### src/shared/imp_defines.svh
// Offsets, field positions, reset values and encodings of the mask/poll block
`ifndef IMP_DEFINES_SVH
`define IMP_DEFINES_SVH

// Register byte offsets
`define IMP_OFF_VECTOR 8'h20
`define IMP_OFF_EOI 8'h22
`define IMP_OFF_POLL 8'h24
`define IMP_OFF_POLL_STATUS_PEEK 8'h26
`define IMP_OFF_MASK 8'h28
`define IMP_OFF_THRESH 8'h2A

// Reset values
`define IMP_THRESH_RESET 3'h7
`define IMP_MASK_RESET_MASTER 16'h07FD
`define IMP_MASK_RESET_SLAVE 16'h003D
`define IMP_VECTOR_RESET 5'h00

// Implemented mask bits per mode
`define IMP_MASK_BITS_MASTER 11'h7FD
`define IMP_MASK_BITS_SLAVE 11'h03D

// Field positions
`define IMP_PENDING_BIT 15
`define IMP_NONSPECIFIC_CLEAR_BIT 15
`define IMP_TYPE_MSB 4
`define IMP_LEVEL_MSB 2
`define IMP_VEC_LSB 3
`define IMP_VEC_MSB 7

// Source indices
`define IMP_SRC_COUNT 11
`define IMP_SRC_EXT0 4
`define IMP_SRC_EXT1 5

// Master-mode type code of source index 0; others follow by index
`define IMP_MASTER_TYPE_BASE 8'h08

`endif

### src/shared/imp_pkg.sv
// Types shared by the mask/poll/end-of-interrupt block
package imp_pkg;

  typedef enum logic {
    IMP_MASTER,
    IMP_SLAVE
  } imp_mode_type;

  typedef enum logic [1:0] {
    IMP_EOI_NONE,
    IMP_EOI_NONSPECIFIC,
    IMP_EOI_SPECIFIC,
    IMP_EOI_LEVEL
  } imp_eoi_type;

endpackage

### src/verilog/imp_prio_pick.sv
// Picks the most urgent candidate source by three-bit priority level
`timescale 1ns/1ns
module imp_prio_pick (
  // Candidates and their levels
  input wire logic [10:0] candidates,
  input wire logic [32:0] levels,
  // Winner
  output logic found,
  output logic [3:0] index,
  output logic [2:0] level
);

  // Walk downward so that on equal levels the lowest index wins
  always_comb begin
    found = 1'b0;
    index = 4'h0;
    level = 3'h7;
    for (int i = 10; i >= 0; i--) begin
      if (candidates[i] && (!found || levels[i*3 +: 3] <= level)) begin
        found = 1'b1;
        index = 4'(i);
        level = levels[i*3 +: 3];
      end
    end
  end

endmodule

### src/verilog/imp_top.sv
// Interrupt mask, poll and end-of-interrupt register block
//
// Functional notes
// - Three-bit threshold, resets seven, upper zero.
// - Sources above threshold level are blocked.
// - Level zero most urgent, seven least.
// - Mask register read/write, mirrors control masks.
// - Master mask layout, reserved bits 1, 15-11.
// - Master mask resets to 07FD.
// - Slave mask layout, reserved bits 1, 15-6.
// - Slave mask resets to 003D; here reset loads 07FD and 003D follows on the first clock after release.
// - Poll status read has no side effect.
// - Poll read acknowledges, next pending follows.
// - Bit 15 pending, bits 4-0 type.
// - Poll acknowledge never starts a handler.
// - Master END_OF_INTERRUPT_MASTER: bit15 nonspecific, else type.
// - END_OF_INTERRUPT_MASTER write clears addressed in-service flags.
// - Slave END_OF_INTERRUPT_MASTER clears level in bits 2-0.
// - Vector holds type bits 7-3 only.
// - Interrupt type is eight bits wide.
// - In-service bit set when interrupt taken.
// - In-service source raises no new request, save sources 4 and 5 under master special nesting.
//
// Design decision made here: the plain strobed port.
`include "imp_defines.svh"
`timescale 1ns/1ns
module imp_top (
  // Clock and reset
  input wire logic clk,
  input wire logic reset_n,
  // Mode strap, sampled after reset release; special nesting input, used as it stands
  input wire logic slave_mode,
  input wire logic special_nested,
  // Register port
  input wire logic [7:0] reg_addr,
  input wire logic [15:0] reg_wdata,
  input wire logic reg_write,
  input wire logic reg_read,
  output logic [15:0] reg_rdata,
  // Interrupt sources
  input wire logic [10:0] source_request,
  input wire logic [32:0] source_priority_level,
  // Control-register mask bits
  input wire logic [10:0] control_mask_write,
  input wire logic [10:0] control_mask_value,
  output logic [10:0] control_mask_bit,
  // Processor side
  input wire logic int_ack,
  output logic int_request,
  output logic [7:0] int_type,
  output logic [10:0] in_service_flags
);

  imp_pkg::imp_mode_type mode;
  logic mode_loaded;
  logic [2:0] threshold_level;
  logic [10:0] source_mask;
  logic [4:0] vector_upper_bits;
  logic [10:0] in_service_bit;
  logic [10:0] implemented;
  logic [10:0] eligible;
  logic [10:0] below_threshold;
  logic [10:0] nest_bypass;
  logic pending_flag;
  logic [3:0] pending_index;
  logic [2:0] pending_level;
  logic [7:0] pending_type;
  logic serv_found;
  logic [3:0] serv_index;
  logic [2:0] serv_level;
  logic [10:0] take_set;
  logic [10:0] eoi_clear;
  logic [10:0] next_in_service;
  imp_pkg::imp_eoi_type eoi_kind;
  logic [15:0] poll_word;
  logic [15:0] next_rdata;
  logic [10:0] next_mask;
  logic poll_ack;
  logic wr_mask;
  logic wr_thresh;
  logic wr_vector;
  logic wr_eoi;

  // Reset values cut to the eleven low mask bit positions
  localparam logic [10:0] mask_reset_master = 11'(`IMP_MASK_RESET_MASTER);
  localparam logic [10:0] mask_reset_slave = 11'(`IMP_MASK_RESET_SLAVE);

  // Strobe decode
  assign wr_mask = reg_write && reg_addr == `IMP_OFF_MASK;
  assign wr_thresh = reg_write && reg_addr == `IMP_OFF_THRESH;
  assign wr_vector = reg_write && reg_addr == `IMP_OFF_VECTOR;
  assign wr_eoi = reg_write && reg_addr == `IMP_OFF_EOI;
  assign poll_ack = reg_read && reg_addr == `IMP_OFF_POLL;

  assign implemented = (mode == imp_pkg::IMP_SLAVE) ?
                       `IMP_MASK_BITS_SLAVE : `IMP_MASK_BITS_MASTER;

  // Mode is a strap: caught by the clock after release, never by reset
  always_ff @(posedge clk or negedge reset_n) begin
    if (!reset_n) begin
      mode <= imp_pkg::IMP_MASTER;
      mode_loaded <= 1'b0;
    end else if (!mode_loaded) begin
      mode <= slave_mode ? imp_pkg::IMP_SLAVE : imp_pkg::IMP_MASTER;
      mode_loaded <= 1'b1;
    end
  end

  // Priority threshold
  always_ff @(posedge clk or negedge reset_n) begin
    if (!reset_n) begin
      threshold_level <= `IMP_THRESH_RESET;
    end else if (wr_thresh) begin
      threshold_level <= reg_wdata[`IMP_LEVEL_MSB:0];
    end
  end

  // Source mask: register writes and control-register writes share it
  always_comb begin
    next_mask = source_mask;
    if (wr_mask) begin
      next_mask = reg_wdata[10:0];
    end
    for (int i = 0; i < `IMP_SRC_COUNT; i++) begin
      if (control_mask_write[i]) begin
        next_mask[i] = control_mask_value[i];
      end
    end
    next_mask = next_mask & implemented;
  end

  always_ff @(posedge clk or negedge reset_n) begin
    if (!reset_n) begin
      source_mask <= mask_reset_master;
    end else if (!mode_loaded) begin
      // Slave layout needs its own reset value once the strap is known
      source_mask <= slave_mode ? mask_reset_slave :
                     mask_reset_master;
    end else begin
      source_mask <= next_mask;
    end
  end

  always_ff @(posedge clk or negedge reset_n) begin
    if (!reset_n) begin
      control_mask_bit <= mask_reset_master;
    end else if (!mode_loaded) begin
      control_mask_bit <= slave_mode ? mask_reset_slave :
                          mask_reset_master;
    end else begin
      control_mask_bit <= next_mask;
    end
  end

  // Vector base, slave mode only holds meaning
  always_ff @(posedge clk or negedge reset_n) begin
    if (!reset_n) begin
      vector_upper_bits <= `IMP_VECTOR_RESET;
    end else if (wr_vector) begin
      vector_upper_bits <= reg_wdata[`IMP_VEC_MSB:`IMP_VEC_LSB];
    end
  end

  // Threshold gate; level zero is the most urgent
  always_comb begin
    for (int i = 0; i < `IMP_SRC_COUNT; i++) begin
      below_threshold[i] =
        source_priority_level[i*3 +: 3] <= threshold_level;
    end
  end

  // Special nesting lets the two lowest external inputs re-request, in master mode only
  always_comb begin
    nest_bypass = 11'h000;
    if (special_nested && mode == imp_pkg::IMP_MASTER) begin
      nest_bypass[`IMP_SRC_EXT0] = 1'b1;
      nest_bypass[`IMP_SRC_EXT1] = 1'b1;
    end
  end

  // Eligible sources; a busy source stays quiet unless special nesting bypasses it
  always_comb begin
    eligible = source_request & implemented & ~source_mask;
    eligible = eligible & below_threshold;
    eligible = eligible & (~in_service_bit | nest_bypass);
  end

  imp_prio_pick u_pending_pick (
    .candidates(eligible),
    .levels(source_priority_level),
    .found(pending_flag),
    .index(pending_index),
    .level(pending_level)
  );

  imp_prio_pick u_service_pick (
    .candidates(in_service_bit),
    .levels(source_priority_level),
    .found(serv_found),
    .index(serv_index),
    .level(serv_level)
  );

  // Type of the winning request, eight bits wide
  always_comb begin
    if (mode == imp_pkg::IMP_SLAVE) begin
      pending_type = {vector_upper_bits, pending_level};
    end else begin
      pending_type = `IMP_MASTER_TYPE_BASE + {4'h0, pending_index};
    end
  end

  // Poll word: type only carries meaning while pending is set
  always_comb begin
    poll_word = 16'h0000;
    poll_word[`IMP_PENDING_BIT] = pending_flag;
    if (pending_flag) begin
      poll_word[`IMP_TYPE_MSB:0] = pending_type[`IMP_TYPE_MSB:0];
    end
  end

  // Taking an interrupt, by the processor or by a poll read
  always_comb begin
    take_set = 11'h000;
    if (pending_flag && (int_ack || poll_ack)) begin
      take_set[pending_index] = 1'b1;
    end
  end

  // End-of-interrupt decode
  always_comb begin
    eoi_kind = imp_pkg::IMP_EOI_NONE;
    if (wr_eoi) begin
      if (mode == imp_pkg::IMP_SLAVE) begin
        eoi_kind = imp_pkg::IMP_EOI_LEVEL;
      end else if (reg_wdata[`IMP_NONSPECIFIC_CLEAR_BIT]) begin
        eoi_kind = imp_pkg::IMP_EOI_NONSPECIFIC;
      end else begin
        eoi_kind = imp_pkg::IMP_EOI_SPECIFIC;
      end
    end
  end

  always_comb begin
    eoi_clear = 11'h000;
    unique case (eoi_kind)
      imp_pkg::IMP_EOI_NONE: begin
        eoi_clear = 11'h000;
      end
      imp_pkg::IMP_EOI_NONSPECIFIC: begin
        // Most urgent in-service source is the one being finished
        if (serv_found) begin
          eoi_clear[serv_index] = 1'b1;
        end
      end
      imp_pkg::IMP_EOI_SPECIFIC: begin
        for (int i = 0; i < `IMP_SRC_COUNT; i++) begin
          if (`IMP_MASTER_TYPE_BASE + 8'(i) ==
              {3'h0, reg_wdata[`IMP_TYPE_MSB:0]}) begin
            eoi_clear[i] = 1'b1;
          end
        end
      end
      imp_pkg::IMP_EOI_LEVEL: begin
        // Upper bits are written as zero by software and ignored here
        for (int i = 0; i < `IMP_SRC_COUNT; i++) begin
          if (source_priority_level[i*3 +: 3] ==
              reg_wdata[`IMP_LEVEL_MSB:0]) begin
            eoi_clear[i] = 1'b1;
          end
        end
      end
    endcase
  end

  // In-service flags: a take in the same cycle as a clear wins
  always_comb begin
    next_in_service = (in_service_bit & ~eoi_clear) | take_set;
  end

  always_ff @(posedge clk or negedge reset_n) begin
    if (!reset_n) begin
      in_service_bit <= 11'h000;
    end else begin
      in_service_bit <= next_in_service;
    end
  end

  always_ff @(posedge clk or negedge reset_n) begin
    if (!reset_n) begin
      in_service_flags <= 11'h000;
    end else begin
      in_service_flags <= next_in_service;
    end
  end

  // Request to the processor; a poll acknowledge drops it without vectoring
  always_ff @(posedge clk or negedge reset_n) begin
    if (!reset_n) begin
      int_request <= 1'b0;
      int_type <= 8'h00;
    end else begin
      int_request <= pending_flag && !int_ack && !poll_ack;
      int_type <= pending_type;
    end
  end

  // Read data, valid the cycle after the read strobe only
  always_comb begin
    next_rdata = 16'h0000;
    if (reg_read) begin
      unique case (reg_addr)
        `IMP_OFF_THRESH: begin
          next_rdata = {13'h0000, threshold_level};
        end
        `IMP_OFF_MASK: begin
          next_rdata = {5'h00, source_mask};
        end
        `IMP_OFF_POLL_STATUS_PEEK: begin
          next_rdata = poll_word;
        end
        `IMP_OFF_POLL: begin
          next_rdata = poll_word;
        end
        `IMP_OFF_VECTOR: begin
          next_rdata = {8'h00, vector_upper_bits, 3'h0};
        end
        default: begin
          // Write-only and unmapped offsets read as zero
          next_rdata = 16'h0000;
        end
      endcase
    end
  end

  always_ff @(posedge clk or negedge reset_n) begin
    if (!reset_n) begin
      reg_rdata <= 16'h0000;
    end else begin
      reg_rdata <= next_rdata;
    end
  end

endmodule

### config.mk
export PLATFORM = sky130hd
export DESIGN_NAME = imp_top
export DESIGN_NICKNAME = d
export VERILOG_FILES = /design/src/shared/imp_pkg.sv /design/src/verilog/imp_prio_pick.sv /design/src/verilog/imp_top.sv
export VERILOG_INCLUDE_DIRS = /design/src /design/src/shared
export SDC_FILE = /design/constraint.sdc
export NUM_CORES = 1
export LEC_CHECK = 0
export BUFFER_PORTS_ARGS = -buffer_cell sky130_fd_sc_hd__clkbuf_2
export CAP_MARGIN = 10
export CELL_PAD_IN_SITES_DETAIL_PLACEMENT = 0
export CELL_PAD_IN_SITES_GLOBAL_PLACEMENT = 2
export CORE_MARGIN = 2
export CORE_UTILIZATION = 36
export DETAILED_ROUTE_END_ITERATION = 6
export PLACE_DENSITY_LB_ADDON = 0.15
export SETUP_SLACK_MARGIN = 0.2
export SLEW_MARGIN = 10
export SYNTH_ARGS = -nofsm -noshare
export SYNTH_HDL_FRONTEND = slang
export SYNTH_SLANG_ARGS = --single-unit
export TNS_END_PERCENT = 20
### constraint.sdc
create_clock -name clk -period 22.3 [get_ports clk]
set_clock_uncertainty 0.15 [all_clocks]
set_input_delay 4.46 -clock clk [delete_from_list [all_inputs] [get_ports clk]]
set_output_delay 4.46 -clock clk [all_outputs]
set_load 0.02 [all_outputs]
==> metrics <==
CP max-delay cell o21ai_0; Core Util, Final 0.4241; Crit Path Max Fanout 10; Final Cycle Share 0.8709; Main synth FF type dfrtp_1; Pleak around 3.6 nW; worst-margin pin slew 1.020 ns; fillers 1,847; CTS clk-pin slew, worst paths 0.07 ns; Post-Place Setup Slack about 2.8 ns; Synth cell types roughly 100; Setup TNS 0 ns; share of layout cells above drive strength 1 0.2576; Max clock buf depth 2; maxcap violations 0; HPWL Detailed 19.13 mm; PwrDens 94.19 nW/um2; clk root buf clkbuf_16; number of diodes 0; Max-Slew Margin vs Limit 0.3164; global-route wire length before repair 36.94 mm; DRC violations left 6; Layout area overhead 14.99%; final hold viol count 0; crit path kind in2reg; total global-route track usage 0.2388; minimum clock period 19.42 ns; wire per inst ~21 um; vias in the first global route between 6,000 and 7,000; critical path endpoint in_service_flags[9]; row count slightly below 50; vias per cell 5.845; Detailed Route WL 23.61 mm; Die Area roughly 20,000 um2; Hold Crit Class reg2reg; CP startpoint source_priority_level[31]; worst setup margin between 2 and 3 ns; largest net degree at the start of global routing 53; Worst R2R End in_service_flags[9]; antenna-violating nets left 0; Ports 144; synth warn 0; R2R setup slack roughly 6.3 ns; RSZ-0062 raised after global routing no; EDFF count, synth 0; R2R cell count 75; router iterations before antenna repair 7; Core Area 18,090 um2; run status finished with violations; Synth Cell Area approximately 6700 um2; vias roughly 6,500; # clock sinks between 50 and 60; most frequent CP cell ha_1; nets roughly 1,100; CTS H-tree depth 2; initial core utilization 0.3689; antenna violations before repair 0; crit path capture type register; TritonCTS clock tree done; post-CTS sizing 0; DR iter-0 viols ~360; Setup violations, final 0; Post-CTS Setup Repair Bufs 0; buffers added on ports about 130; GPL Wtd Cong about 0.93; failing checks DRC; CP peak stage delay 0.50 ns; Async S/R FF share, synth 1.000; Mapped Cells roughly 770; Die Y 140.1 um; CP startpoint kind primary input; Yosys reg bits 52; grt ovf 0; Syn Area/Cell about 8.7 um2; arrival time worst endpoint 19.46 ns; clk_lat worst skew just under 0.3 ns; worst r2r src threshold_level[1]; worst path required time 22.34 ns; sequential fraction of the synthesis area 0.1975; hold_buf cts 0; die width 140.1 um; worst vdd ir between 50 and 60 uV; CTS buffer count 5; Final Max Tran Viols 0; FMAX 0.05149 GHz; Pwr Total 0.7225 mW; Hold WS 0.3600 ns
[per-stage QoR]
stage               area (um2)  std cells
global placement          7503       1110
CTS                       7671       1118
floorplan                 6686        773
global route              7671       1118
finish                    7671       1118
detailed placement        7503       1110
[cell families after synthesis]
group,count (synthesis),share of synthesized area
simple gates,240,0.2067
mux,36,0.05720
other cells,2,0.001126
compound gates,247,0.2828
buf+inv,72,0.04820
xor+xnor,33,0.04332
fa+ha+maj,87,0.1632
flops,52,0.1975
[state kept, by name, summed over array words and instances (netlist names)]
| signal | count |
|---|---|
| in_service_flags | 11 |
| vector_upper_bits | 5 |
| int_type | 8 |
| control_mask_bit | 10 |
| mode | 1 |
| mode_loaded | 1 |
| threshold_level | 3 |
| int_request | 1 |
| reg_rdata | 12 |
[cell usage after synthesis, types with 7 or more instances]
library cell	n	area [um2]
a31oi_1	10	62.56
nand2_1	43	161.4
o22ai_1	10	62.56
and3_1	8	50.05
nor3_1	10	50.05
nand3_1	29	145.1
mux2_2	17	191.4
clkbuf_1	11	41.29
xor2_1	33	289.0
o21a_1	17	127.6
or4_1	7	52.55
o21ai_0	29	145.1
a21o_1	12	90.09
inv_1	46	172.7
nand2b_1	9	56.30
a21oi_1	33	165.2
ha_1	87	1089
o21ai_1	16	80.08
a211oi_1	13	97.59
dfrtp_1	39	975.9
dfstp_2	13	341.6
mux2i_1	19	190.2
nor2_1	55	206.5
o211ai_1	12	90.09
and2_1	10	62.56
nor2b_1	16	100.1
[layout make-up]
cell class | instances | area, um2 | area share
multi-input cells | 649 | 5052 | 0.6586
inverters | 47 | 176.4 | 0.02300
repair buffers | 133 | 670.6 | 0.08742
clock inverters | 2 | 38.79 | 0.005056
flip-flops and latches | 52 | 1318 | 0.1717
well taps | 229 | 286.5 | 0.03735
clock buffers | 6 | 128.9 | 0.01680
[placed cells by master (no fill, tap or decap), types with 12 or more instances in the layout]
cell | netlist | final
a21oi_1 | 33 | 33
a211oi_1 | 13 | 13
o21ai_1 | 16 | 16
inv_1 | 46 | 46
xor2_1 | 33 | 33
a21o_1 | 12 | 12
clkbuf_2 | 1 | 131
nor2_1 | 55 | 55
dfstp_2 | 13 | 13
o21ai_0 | 29 | 29
nand3_1 | 29 | 29
dfrtp_1 | 39 | 39
nand2_1 | 43 | 43
nor2b_1 | 16 | 16
o21a_1 | 17 | 17
ha_1 | 87 | 87
o211ai_1 | 12 | 12
mux2i_1 | 19 | 19
mux2_2 | 17 | 17
[worst max-delay path: cells and delay by family]
| family | cells | cell delay [ns] |
|---|---|---|
| buf+inv | 1 | 0.15 |
| fa+ha+maj | 10 | 2.99 |
| simple gates | 20 | 3.68 |
| compound gates | 44 | 8.14 |
[power by group]
group / internal, mW / total [mW] / switching [mW]
Sequential: 0.106 / 0.132 / 0.0261
Combinational: 0.204 / 0.502 / 0.299
Clock: 0.0534 / 0.0878 / 0.0344
Total: 0.363 / 0.723 / 0.359
[layer usage]
metal	global-route usage	wire (um)
met1	0.3342	11120
met2	0.4006	11030
met3	0.02769	1132
met4	0.04572	329
met5	0	0
[how the worst min path moves through the flow]
| stage | to | slack, ns | depth (start not counted) | startpoint |
|---|---|---|---|---|
| 6_report | int_type[6] | 0.36 | 1 | vector_upper_bits[3] |
| 4_1_cts | int_type[6] | 0.37 | 1 | vector_upper_bits[3] |
| 2_1_floorplan | int_type[5] | 0.32 | 1 | vector_upper_bits[2] |
| 5_1_grt | int_type[6] | 0.38 | 1 | vector_upper_bits[3] |
| 3_3_place_gp | int_type[7] | 0.33 | 1 | vector_upper_bits[4] |
| 3_5_place_dp | int_type[6] | 0.35 | 1 | vector_upper_bits[3] |
Note: power is estimated with default switching activity, not from simulation.
